$ cat config.mk
export PLATFORM = sky130hd
export DESIGN_NAME = bles_steer
export DESIGN_NICKNAME = d
export VERILOG_FILES = /design/src/bles_pkg.sv /design/src/bles_pin_if.sv /design/src/bles_sync.sv /design/src/bles_steer.sv
export VERILOG_INCLUDE_DIRS = /design/src
export SDC_FILE = /design/constraint.sdc
export NUM_CORES = 1
export LEC_CHECK = 0
export BUFFER_PORTS_ARGS = -buffer_cell sky130_fd_sc_hd__buf_2
export CAP_MARGIN = 20
export CORE_MARGIN = 2
export CORE_UTILIZATION = 38
export DETAILED_ROUTE_END_ITERATION = 12
export GPL_ROUTABILITY_DRIVEN = 0
export PLACE_DENSITY = 0.81
export SLEW_MARGIN = 25
export SYNTH_ARGS = -nofsm -noshare
export SYNTH_HDL_FRONTEND = slang
export SYNTH_SLANG_ARGS = --single-unit
$ cat constraint.sdc
create_clock -name clk -period 2.15 [get_ports clk]
set_clock_uncertainty 0.05 [all_clocks]
set_input_delay 0.215 -clock clk [delete_from_list [all_inputs] [get_ports clk]]
set_output_delay 0.215 -clock clk [all_outputs]
set_load 0.005 [all_outputs]
$ cat src/bles_map.svh
// Constants for byte-lane enable steering
`ifndef BLES_MAP_SVH
`define BLES_MAP_SVH
`define BLES_WIDTH_8 2'h0
`define BLES_WIDTH_16 2'h1
`define BLES_WIDTH_32 2'h2
`define BLES_LANES 4
`define BLES_STROBE_IDLE 4'hF
`define BLES_OE_RST 4'h0
`define BLES_ADDR_RST 2'h0
`endif

$ cat src/bles_pkg.sv
// Types for byte-lane enable steering
`default_nettype none
package bles_pkg;
  typedef enum logic [1:0] {
    BLES_IDLE = 2'b00,
    BLES_ACCESS = 2'b01,
    BLES_EXT = 2'b11
  } bles_state_t;
endpackage : bles_pkg
`default_nettype wire

$ cat src/bles_pin_if.sv
// Lane pin bundle between steering core and pin synchroniser
`timescale 1ns/1ns
`default_nettype none
interface bles_pin_if;
  logic [3:0] pin_in;
  logic [3:0] pin_sync;
  modport sync (input pin_in, output pin_sync);
  modport core (output pin_in, input pin_sync);
endinterface : bles_pin_if
`default_nettype wire

$ cat src/bles_sync.sv
// Two-stage synchroniser for the four lane pins
`include "bles_map.svh"
`timescale 1ns/1ns
`default_nettype none
module bles_sync (
  input wire logic clk,
  input wire logic rst_n,
  bles_pin_if.sync pins
);
  logic [3:0] meta_r;
  logic [3:0] sync_r;

  genvar i;
  generate
    for (i = 0; i < `BLES_LANES; i = i + 1) begin : g_lane
      always_ff @(posedge clk or negedge rst_n) begin
        if (!rst_n) begin
          meta_r[i] <= 1'b1;
          sync_r[i] <= 1'b1;
        end else begin
          meta_r[i] <= pins.pin_in[i];
          sync_r[i] <= meta_r[i];
        end
      end
    end
  endgenerate

  assign pins.pin_sync = sync_r;
endmodule : bles_sync
`default_nettype wire

$ cat src/bles_steer.sv
// Byte-lane enable and low address pin steering for the external bus
`include "bles_map.svh"
`timescale 1ns/1ns
`default_nettype none
module bles_steer (
  // Clock and reset
  input wire logic clk,
  input wire logic rst_n,
  // Bus ownership and configuration
  input wire logic bus_master,
  input wire logic rw_lane_mode,
  input wire logic [1:0] region_width,
  // Access request from the bus interface
  input wire logic access_valid,
  input wire logic access_write,
  input wire logic [31:0] access_addr,
  input wire logic [3:0] access_bytes,
  // Lane pins, active-low strobes
  input wire logic [3:0] lane_pin_in,
  output logic [3:0] lane_pin_out,
  output logic [3:0] lane_pin_oe,
  // Decoded external master address bits
  output logic [1:0] ext_bank_sel,
  output logic [1:0] ext_byte_sel,
  output logic ext_page_cross
);
  bles_pin_if pins ();
  bles_pkg::bles_state_t state_r;
  bles_pkg::bles_state_t state_nxt;
  logic [3:0] strobe_r;
  logic [3:0] strobe_nxt;
  logic [3:0] oe_r;
  logic [1:0] bank_r;
  logic [1:0] byte_r;
  logic [1:0] byte_prev_r;
  logic cross_r;
  logic lanes_active;

  assign pins.pin_in = lane_pin_in;

  bles_sync u_sync (
    .clk(clk),
    .rst_n(rst_n),
    .pins(pins)
  );

  // Reads only steer strobes in read/write mode
  assign lanes_active = access_valid && (access_write || rw_lane_mode);

  always_comb begin
    state_nxt = state_r;
    case (state_r)
      bles_pkg::BLES_IDLE: begin
        if (!bus_master) state_nxt = bles_pkg::BLES_EXT;
        else if (access_valid) state_nxt = bles_pkg::BLES_ACCESS;
      end
      bles_pkg::BLES_ACCESS: begin
        if (!bus_master) state_nxt = bles_pkg::BLES_EXT;
        else if (!access_valid) state_nxt = bles_pkg::BLES_IDLE;
      end
      bles_pkg::BLES_EXT: begin
        if (bus_master) state_nxt = bles_pkg::BLES_IDLE;
      end
      default: state_nxt = bles_pkg::BLES_IDLE;
    endcase
  end

  always_ff @(posedge clk or negedge rst_n) begin
    if (!rst_n) state_r <= bles_pkg::BLES_IDLE;
    else state_r <= state_nxt;
  end

  always_comb begin
    strobe_nxt = `BLES_STROBE_IDLE;
    case (region_width)
      `BLES_WIDTH_8: begin
        strobe_nxt[0] = !lanes_active;
        strobe_nxt[1] = 1'b1;
        strobe_nxt[2] = access_addr[1];
        strobe_nxt[3] = access_addr[0];
      end
      `BLES_WIDTH_16: begin
        strobe_nxt[0] = !(lanes_active && access_bytes[0]);
        strobe_nxt[1] = !(lanes_active && access_bytes[1]);
        strobe_nxt[2] = access_addr[1];
        strobe_nxt[3] = access_addr[0];
      end
      `BLES_WIDTH_32: begin
        strobe_nxt = ~(access_bytes & {4{lanes_active}});
      end
      default: strobe_nxt = `BLES_STROBE_IDLE;
    endcase
  end

  // Strobes register once per cycle so pins stay glitch-free
  always_ff @(posedge clk or negedge rst_n) begin
    if (!rst_n) strobe_r <= `BLES_STROBE_IDLE;
    else if (!bus_master) strobe_r <= `BLES_STROBE_IDLE;
    else strobe_r <= strobe_nxt;
  end

  // Drivers drop the same cycle bus ownership is lost
  always_ff @(posedge clk or negedge rst_n) begin
    if (!rst_n) oe_r <= `BLES_OE_RST;
    else oe_r <= {4{bus_master}};
  end

  assign lane_pin_out = strobe_r;
  assign lane_pin_oe = oe_r & {4{bus_master}};

  // External master address capture from synchronised pins
  always_ff @(posedge clk or negedge rst_n) begin
    if (!rst_n) begin
      bank_r <= `BLES_ADDR_RST;
      byte_r <= `BLES_ADDR_RST;
      byte_prev_r <= `BLES_ADDR_RST;
      cross_r <= 1'b0;
    end else if (state_r == bles_pkg::BLES_EXT) begin
      bank_r <= pins.pin_sync[1:0];
      byte_r <= {pins.pin_sync[2], pins.pin_sync[3]};
      byte_prev_r <= byte_r;
      // Wrap of A30:31 from 3 back to 0 marks a word boundary step
      cross_r <= (byte_r == 2'h3) && ({pins.pin_sync[2], pins.pin_sync[3]} == 2'h0);
    end else begin
      cross_r <= 1'b0;
    end
  end

  assign ext_bank_sel = bank_r;
  assign ext_byte_sel = byte_r;
  assign ext_page_cross = cross_r;
endmodule : bles_steer
`default_nettype wire

* Yosys cells after proc, flatten, opt, wreduce, memory -nomap -nowiden *
Cells that the tools add are included.

word-level totals
  register bits = 20
  input port bits = 48
  output and inout bits = 13
  word-level logic and storage cells = 46

operators by class
  equality and inequality tests = 8
  muxes and demuxes = 9
  bitwise gates (word level) = 3
  reductions and logical operators = 12

operators with widths
  cell                  number
  $pmux W4 S3           1
  $mux W2               5
  $and A4 B4 Y4         2
  $eq A2 B2 Y1 const B  3
  $logic_not A2 Y1      3
  $ne A3 B3 Y1 const B  2
  $pmux W2 S3           1
  $eq A2 B1 Y1 const B  2
  $logic_and A1 B1 Y1   4
  $mux W4               1
  $not A4 Y4            1
  $logic_not A1 Y1      3
  $reduce_and A3 Y1     1
  $ne A2 B2 Y1 const B  1
  $logic_or A1 B1 Y1    1
  $mux W1               1

* Longest topological paths before layout *
Gate-level depths: netlist of run 1.

  word-level depth = 6
  gate-level depth with buffers = 3
  gate-level depth less buffers = 3

* Cells and area by module *
A second synthesis of run 1 with hierarchy kept.

unflattened totals
  cell total of the unflattened synthesis = 47
  area total of the unflattened synthesis = 698.2 um2

modules (own cells, without submodules)
  module      times used  cells each  area an instance (um2)
  bles_steer  1           39          488.0
  bles_sync   1           8           210.2

* Worst setup path after synthesis of run 1 *
No wires, ideal clock.

  kind = register to register
  start = register state_r[1]
  end = register bank_r[0], in the netlist ext_bank_sel[0]
  arrival time = 843 ps
  required time = 1975 ps
  path slack = 1132 ps
  stages on the path, launching flop included = 3
  clock period less this slack = 1018 ps
  path through = dfrtp_1 nand2_1 mux2_2

on the way
  cells in the longest elaborated chain, start to end = 1

RTL lines
  what                      line               text
  start: declaration        bles_steer.sv:28   bles_pkg::bles_state_t state_r;
  start signal: assignment  bles_steer.sv:69   if (!rst_n) state_r <= bles_pkg::BLES_IDLE;
  start signal: assignment  bles_steer.sv:70   else state_r <= state_nxt;
  $eq A2 B2 Y1              bles_steer.sv:118  end else if (state_r == bles_pkg::BLES_EXT) begin
  end signal: assignment    bles_steer.sv:114  bank_r <= `BLES_ADDR_RST;
  end signal: assignment    bles_steer.sv:119  bank_r <= pins.pin_sync[1:0];
  end: declaration          bles_steer.sv:33   logic [1:0] bank_r;

No other way between the ends.
A chain may end at the register's enable or synchronous reset.

* Final worst setup path of run 1 *
  start = register, netlist name oe_r[0]
  end = output port lane_pin_oe[3]

on the way
  cells in the longest elaborated chain, start to end = 1

RTL lines
  what              line               text
  $and A4 B4 Y4     bles_steer.sv:109  assign lane_pin_oe = oe_r & {4{bus_master}};
  end: declaration  bles_steer.sv:21   output logic [3:0] lane_pin_oe,

No other way between the ends.

==> results_dict.tcl, run 1 <==
set metrics [dict create \
    crit_slowest_cell "dfrtp_1" \
    port_buffers 30 \
    place_area_um2 857 \
    yosysTopAreaCellShare_pct 45.2 \
    wirelength_um 1170 \
    drt_iter0_markers 6 \
    power.density_nw_per_um2 738 \
    path_class "reg -> out" \
    synthCells 47 \
    synth_area_leader_cell "dfstp_2" \
    crit_path_end_kind "output port" \
    cts_root_buf "clkbuf_4" \
    clock_sinks 20 \
    max_freq_ghz 0.810 \
    drv_cap 0 \
    rr_worst_depth 2 \
    cts_buffers 3 \
    setup_slack_ps 915 \
    dieArea_um2 2200 \
    power.switching_uw 153 \
    path_max_fanout 4 \
    drcViolationCount 0 \
    dp_cells 99 \
    core-area_um2 1730 \
    grt_antenna_before_repair 0 \
    post_synth_num_cell_types 18 \
    setup_violations 0 \
    swShare_pct 21.9 \
    h-tree-depth 1 \
    min_period_ps 1240 \
    synthTopCellsByArea "dfstp_2 (45%), dfrtp_1 (29%), mux2_2 (6.5%)" \
    chipHeight_um 46.9 \
    p_leak_nw 0.444 \
    syn_nets 95 \
    p_int_uw 544 \
    syn_to_final_growth_pct 35.1 \
    cts_setup_buffers 0 \
    rsz0062_at_grt "false" \
    clk_pin_slew_ps 110 \
    fin_crit_sh_pct 57.5 \
    grt_pass1_vias 456 \
    drive_gt1_share_pct 59.5 \
    fin_cells 109 \
    viasPerCell 4.39 \
    comb_power_share_pct 13.7 \
    hp-class "in -> reg" \
    tns_ps 0 \
    pwr-share-seq_pct 61.8 \
    syn-cell-area_um2 698 \
    cp.arrival_ps 970 \
    fin_util_pct 54.6 \
    slew_headroom_pct 73.2 \
    final_area_um2 943 \
    post_cts_resized 0 \
    hold-worst-slack_ps 19.2 \
    clkLatencyLatePin_ps 290 \
    io_pins 61 \
    cp_data_required_time_ps 1880 \
    max_stage_delay_ps 380 \
    grt_max_degree 21 \
    diodes 0 \
    drtPass1Iterations 4 \
    ys_ff_latch 20 \
    dp_slack_ps 1070 \
    hpwl_um 891 \
    grt_use_total_pct 13.0 \
    final_hold_viol_count 0 \
    grt.overflow.total 0 \
    finalMaxSlewViolations 0 \
    status "complete, no violations" \
    std_cell_rows 15 \
    pwr-share-clk_pct 24.5 \
    path_cells "and2_1 > buf_2" \
    ys_warn_count 0 \
    clockBufferDepth 2 \
    nets 133 \
    initial_core_util_pct 40.4 \
    tightest_slew_ps 403 \
    vias 478 \
    fp.dieW_um 46.9 \
    post_drt_wl_per_cell_um 10.7 \
    p_total_uw 697 \
    irDropWorstVdd_mv 0.252 \
    startpoint_type "register" \
    cts_tree "yes" \
    ys_seq_area_share_pct 73.8 \
    syn_avg_cell_area_um2 14.9 \
    hold_path_depth 2 \
    ant_nets 0 \
    grt_pass1_wl_um 1930 \
]
## logic make-up after synthesis
family	share of synthesized area, %
AO/OA/AOI/OAI	5.02
XOR/XNOR	1.25
adder cells (fa/ha/maj)	1.61
buffers and inverters	4.84
flip-flops	73.8
multiplexers	6.45
AND/OR/NAND/NOR	6.99
## metal layers
layer | up-vias | part of all wire, % | GRT usage [%]
met5 | - | 0 | 0
met4 | 0 | 1.6 | 9.44
met3 | 2 | 4.3 | 1.54
met2 | 16 | 54 | 22.7
met1 | 232 | 40 | 14.5
li1 | 228 | - | -
## power groups by stage
stage               Sequential (mW)  Combinational (mW)  Clock (mW)
global route                  0.435               0.109       0.192
finish                        0.430              0.0957       0.171
detailed placement            0.438              0.0887           0
CTS                           0.431              0.0970       0.180
floorplan                     0.438              0.0375           0
global placement              0.435              0.0860           0
## worst paths after layout
kind	to	start	slack, ps
worst max-delay path	lane_pin_oe[3]	oe_r[0]	910
worst min-delay path	lane_pin_out[3]	access_bytes[3]	20
worst max register to register	ext_bank_sel[1]	state_r[1]	1050
worst min register to register	u_sync.pins.pin_sync[0]	u_sync.meta_r[0]	310
max in group asynchronous	u_sync.meta_r[0]	rst_n	1390
min in group asynchronous	oe_r[0]	rst_n	320
## area by class of cell
type	count	area [um2]
multi-input combinational	21	149
tap	25	31.3
timing repair buffer	36	210
fill	151	783
clock buffer	4	26.3
sequential	20	515
inverter	3	11.3
## cell usage after synthesis, drive strengths merged
cell	n
o211ai	1
nand2	3
a32oi	1
nor2	3
buf	3
nor4	1
and2	1
a21oi	1
or2	1
nor3b	1
inv	3
maj3	1
xnor2	1
dfrtp	8
mux2	4
a21o	1
dfstp	12
a31oi	1
## critical path: cells and delay by family (launching register included)
family / cells / cell delay, ps
DFF: 1 / 380
buffers and inverters: 1 / 130
and+or+nand+nor: 1 / 180
## what timing repair did
item	CTS	global route
endpoints found under the hold margin	13	0
hold buffers	6	0
endpoints found under the setup margin	0	0
## registers in the layout, summed over array words and instances (netlist names)
| signal | count |
|---|---|
| state_r | 2 |
| u_sync.meta_r | 4 |
| oe_r | 1 |
| u_sync.pins.pin_sync | 4 |
| ext_page_cross | 1 |
| ext_byte_sel | 2 |
| lane_pin_out | 4 |
| ext_bank_sel | 2 |
## placed cells by master (no fill, tap or decap), drive strengths merged
master / netlist / final
nor2: 3 / 3
nor3b: 1 / 1
buf: 3 / 30
xnor2: 1 / 1
or2: 1 / 1
a21oi: 1 / 1
mux2: 4 / 4
dlygate4sd3: 0 / 6
dfrtp: 8 / 8
dfstp: 12 / 12
a31oi: 1 / 1
maj3: 1 / 1
inv: 3 / 3
clkbuf: 0 / 4
a32oi: 1 / 1
o211ai: 1 / 1
a21o: 1 / 1
nor4: 1 / 1
and2: 1 / 1
nand2: 3 / 3
Note: power is estimated with default switching activity, not from simulation.
==> inputs of run 2 (changes only) <==
ABC_AREA = 1   (was unset)
CORE_ASPECT_RATIO = 0.7   (was unset)
CORE_UTILIZATION = 37   (was 38)
PLACE_DENSITY = 0.77   (was 0.81)
clock period = 1.3 ns   (was 2.15 ns; I/O delays follow)
==> run 2 against run 1 <==
  * Wire length increased by 4.0%
  * Worst hold slack improved by 13 ps
  * Combinational power increased by 58%
  * Count of clock-buffer cells in the layout unchanged
  * Core utilization decreased by 1.7 points
  * Highest routed layer is now met3
  * Critical path type is now in -> out
  * Critical path depth increased by 3
  * Area after synthesis increased by 5.7%
  * First-iteration DRC count decreased by 100%
  * Clock power increased by 98%
  * Sequential power increased by 66%
  * Design area increased by 4.9%
  * Global-route usage decreased by 1.7 points
==> results_dict.tcl, run 2 <==
set metrics [dict create \
    status "complete, no violations" \
    cts_root_buf "clkbuf_4" \
    synth_flop_cell "dfstp_2" \
    port_buffers 30 \
    crit_path_end_kind "output port" \
    std_cell_rows 13 \
    drtPass1Iterations 1 \
    syn_to_final_growth_pct 34.1 \
    async_flop_share_pct 100 \
    yosysTopAreaCellShare_pct 42.7 \
    wl_met3_um 92 \
    drv_cap 0 \
    final.fill_count 170 \
    dieArea_um2 2370 \
    grt_pass1_vias 428 \
    finalMaxSlewViolations 0 \
    startpoint_type "input port" \
    fin_cells 127 \
    syn_avg_cell_area_um2 10.9 \
    hpwl_um 953 \
    post_drt_wl_per_cell_um 9.57 \
    multi_input_area_um2 159 \
    tightest_slew_ps 412 \
    cts_tree "yes" \
    drive_gt1_share_pct 45.7 \
    post_cts_resized 0 \
    power.density_nw_per_um2 1220 \
    tns_ps 0 \
    post_synth_num_cell_types 14 \
    ys_warn_count 0 \
    clk_pin_slew_ps 100 \
    cts_buffers 3 \
    grt_pass1_wl_um 1810 \
    final_hold_viol_count 0 \
    path_max_fanout 4 \
    clock_sinks 20 \
    path_class "in -> out" \
    ctsHoldBuffers 6 \
    grt_antenna_before_repair 0 \
    cp_data_required_time_ps 1120 \
    nets 154 \
    setup_violations 0 \
    clkLatencyLatePin_ps 290 \
    diodes 0 \
    dp_cells 117 \
    min_period_ps 1210 \
    initial_core_util_pct 39.5 \
    irDropWorstVdd_mv 0.796 \
    synth-edff-count 0 \
    io_pins 61 \
    cp.arrival_ps 1030 \
    core-area_um2 1870 \
    layout_common_cells "buf_2 (30), nand2_1 (14), dfstp_2 (12)" \
    netlist_top_cells_count "nand2_1 (14), dfstp_2 (12), inv_1 (11)" \
    wirelength_um 1220 \
    seq_area_um2 515 \
    ys_ff_latch 20 \
    vias 526 \
    synthCells 68 \
    grt_max_degree 21 \
    drt-met1-wl_um 515 \
    p_leak_nw 0.523 \
    ant_nets 0 \
    synthTopCellsByArea "dfstp_2 (43%), dfrtp_1 (27%), nand2_1 (7.1%)" \
    synth_area_leader_cell "dfstp_2" \
    final_common_cell "buf_2" \
    cts_setup_buffers 0 \
    syn-cell-area_um2 738 \
    chipHeight_um 41.4 \
    h-tree-depth 1 \
    max_freq_ghz 0.830 \
    hp-class "in -> reg" \
    syn_nets 116 \
    clockBufferDepth 2 \
    fp.dieW_um 57.4 \
    viasPerCell 4.14 \
    rsz0062_at_grt "false" \
    grt_use_total_pct 11.3 \
    ys_seq_area_share_pct 69.8 \
    fin_crit_sh_pct 92.7 \
    routed.top_layer "met3" \
    synth.most_common_cell "nand2_1" \
    wl_met2_um 608 \
    slew_headroom_pct 72.5 \
    grt.overflow.total 0 \
    drcViolationCount 0 \
    drt_iter0_markers 0 \
]
-- run 2: path summary, 6_finish.rpt --
kind                                  startpoint                      end  slack [ps]  cells after the start
worst max-delay path                  bus_master           lane_pin_oe[3]          90                      5
worst min register to register  u_sync.meta_r[0]  u_sync.pins.pin_sync[0]         310                      0
min in group asynchronous                  rst_n                  oe_r[0]         240                      2
max in group asynchronous                  rst_n          lane_pin_out[3]         630                      2
worst max register to register        state_r[1]           ext_page_cross         430                      2
worst min-delay path              access_addr[1]          lane_pin_out[2]          30                      3
-- run 2: cells by family (layout without fill, tap and decap cells) --
kind of cell	after synthesis	in the layout	synth area share [%]
compound gates	4	4	3.39
buf+inv	14	51	8.64
flops	20	20	69.8
simple gates	30	30	18.1
-- run 2: worst max-delay path, cell delays in order --
cell and delay, ps:
dlygate4sd3_1 520, buf_2 140, nand2_1 50, inv_1 50, buf_2 130
-- run 2: cell type report --
cell class,instances,share of cell area [%]
tap,22,2.78
sequential,20,52.1
multi-input combinational,34,16.1
clock buffer,4,3.67
inverter,11,4.17
timing repair buffer,36,21.2
-- run 2: routing by layer --
layer	up-vias	track usage [%]
met5	-	0
met4	0	5.23
met3	0	6.79
met2	16	16.8
met1	229	13.3
li1	281	-
-- run 2: stage by stage --
| stage | setup slack [ps] | power [mW] | hold slack (ps) | instance area (um2) | util, % |
|---|---|---|---|---|---|
| floorplan | 501 | 0.783 | -216 | 738 | - |
| global placement | 481 | 0.858 | 27.0 | 893 | 47.8 |
| detailed placement | 433 | 0.866 | 41.0 | 893 | 47.8 |
| CTS | 85.7 | 1.23 | 19.1 | 990 | 52.9 |
| global route | 17.0 | 1.29 | 27.5 | 990 | 52.9 |
| finish | 94.6 | 1.20 | 32.5 | 990 | 52.9 |
-- run 2: where the power goes --
| part | total (mW) | switching (mW) | leakage, nW | internal [mW] |
|---|---|---|---|---|
| Clock | 0.339 | 0.169 | 0.0210 | 0.171 |
| Combinational | 0.151 | 0.0745 | 0.277 | 0.0768 |
| Sequential | 0.714 | 0.0290 | 0.225 | 0.685 |
| Total | 1.20 | 0.272 | 0.523 | 0.932 |
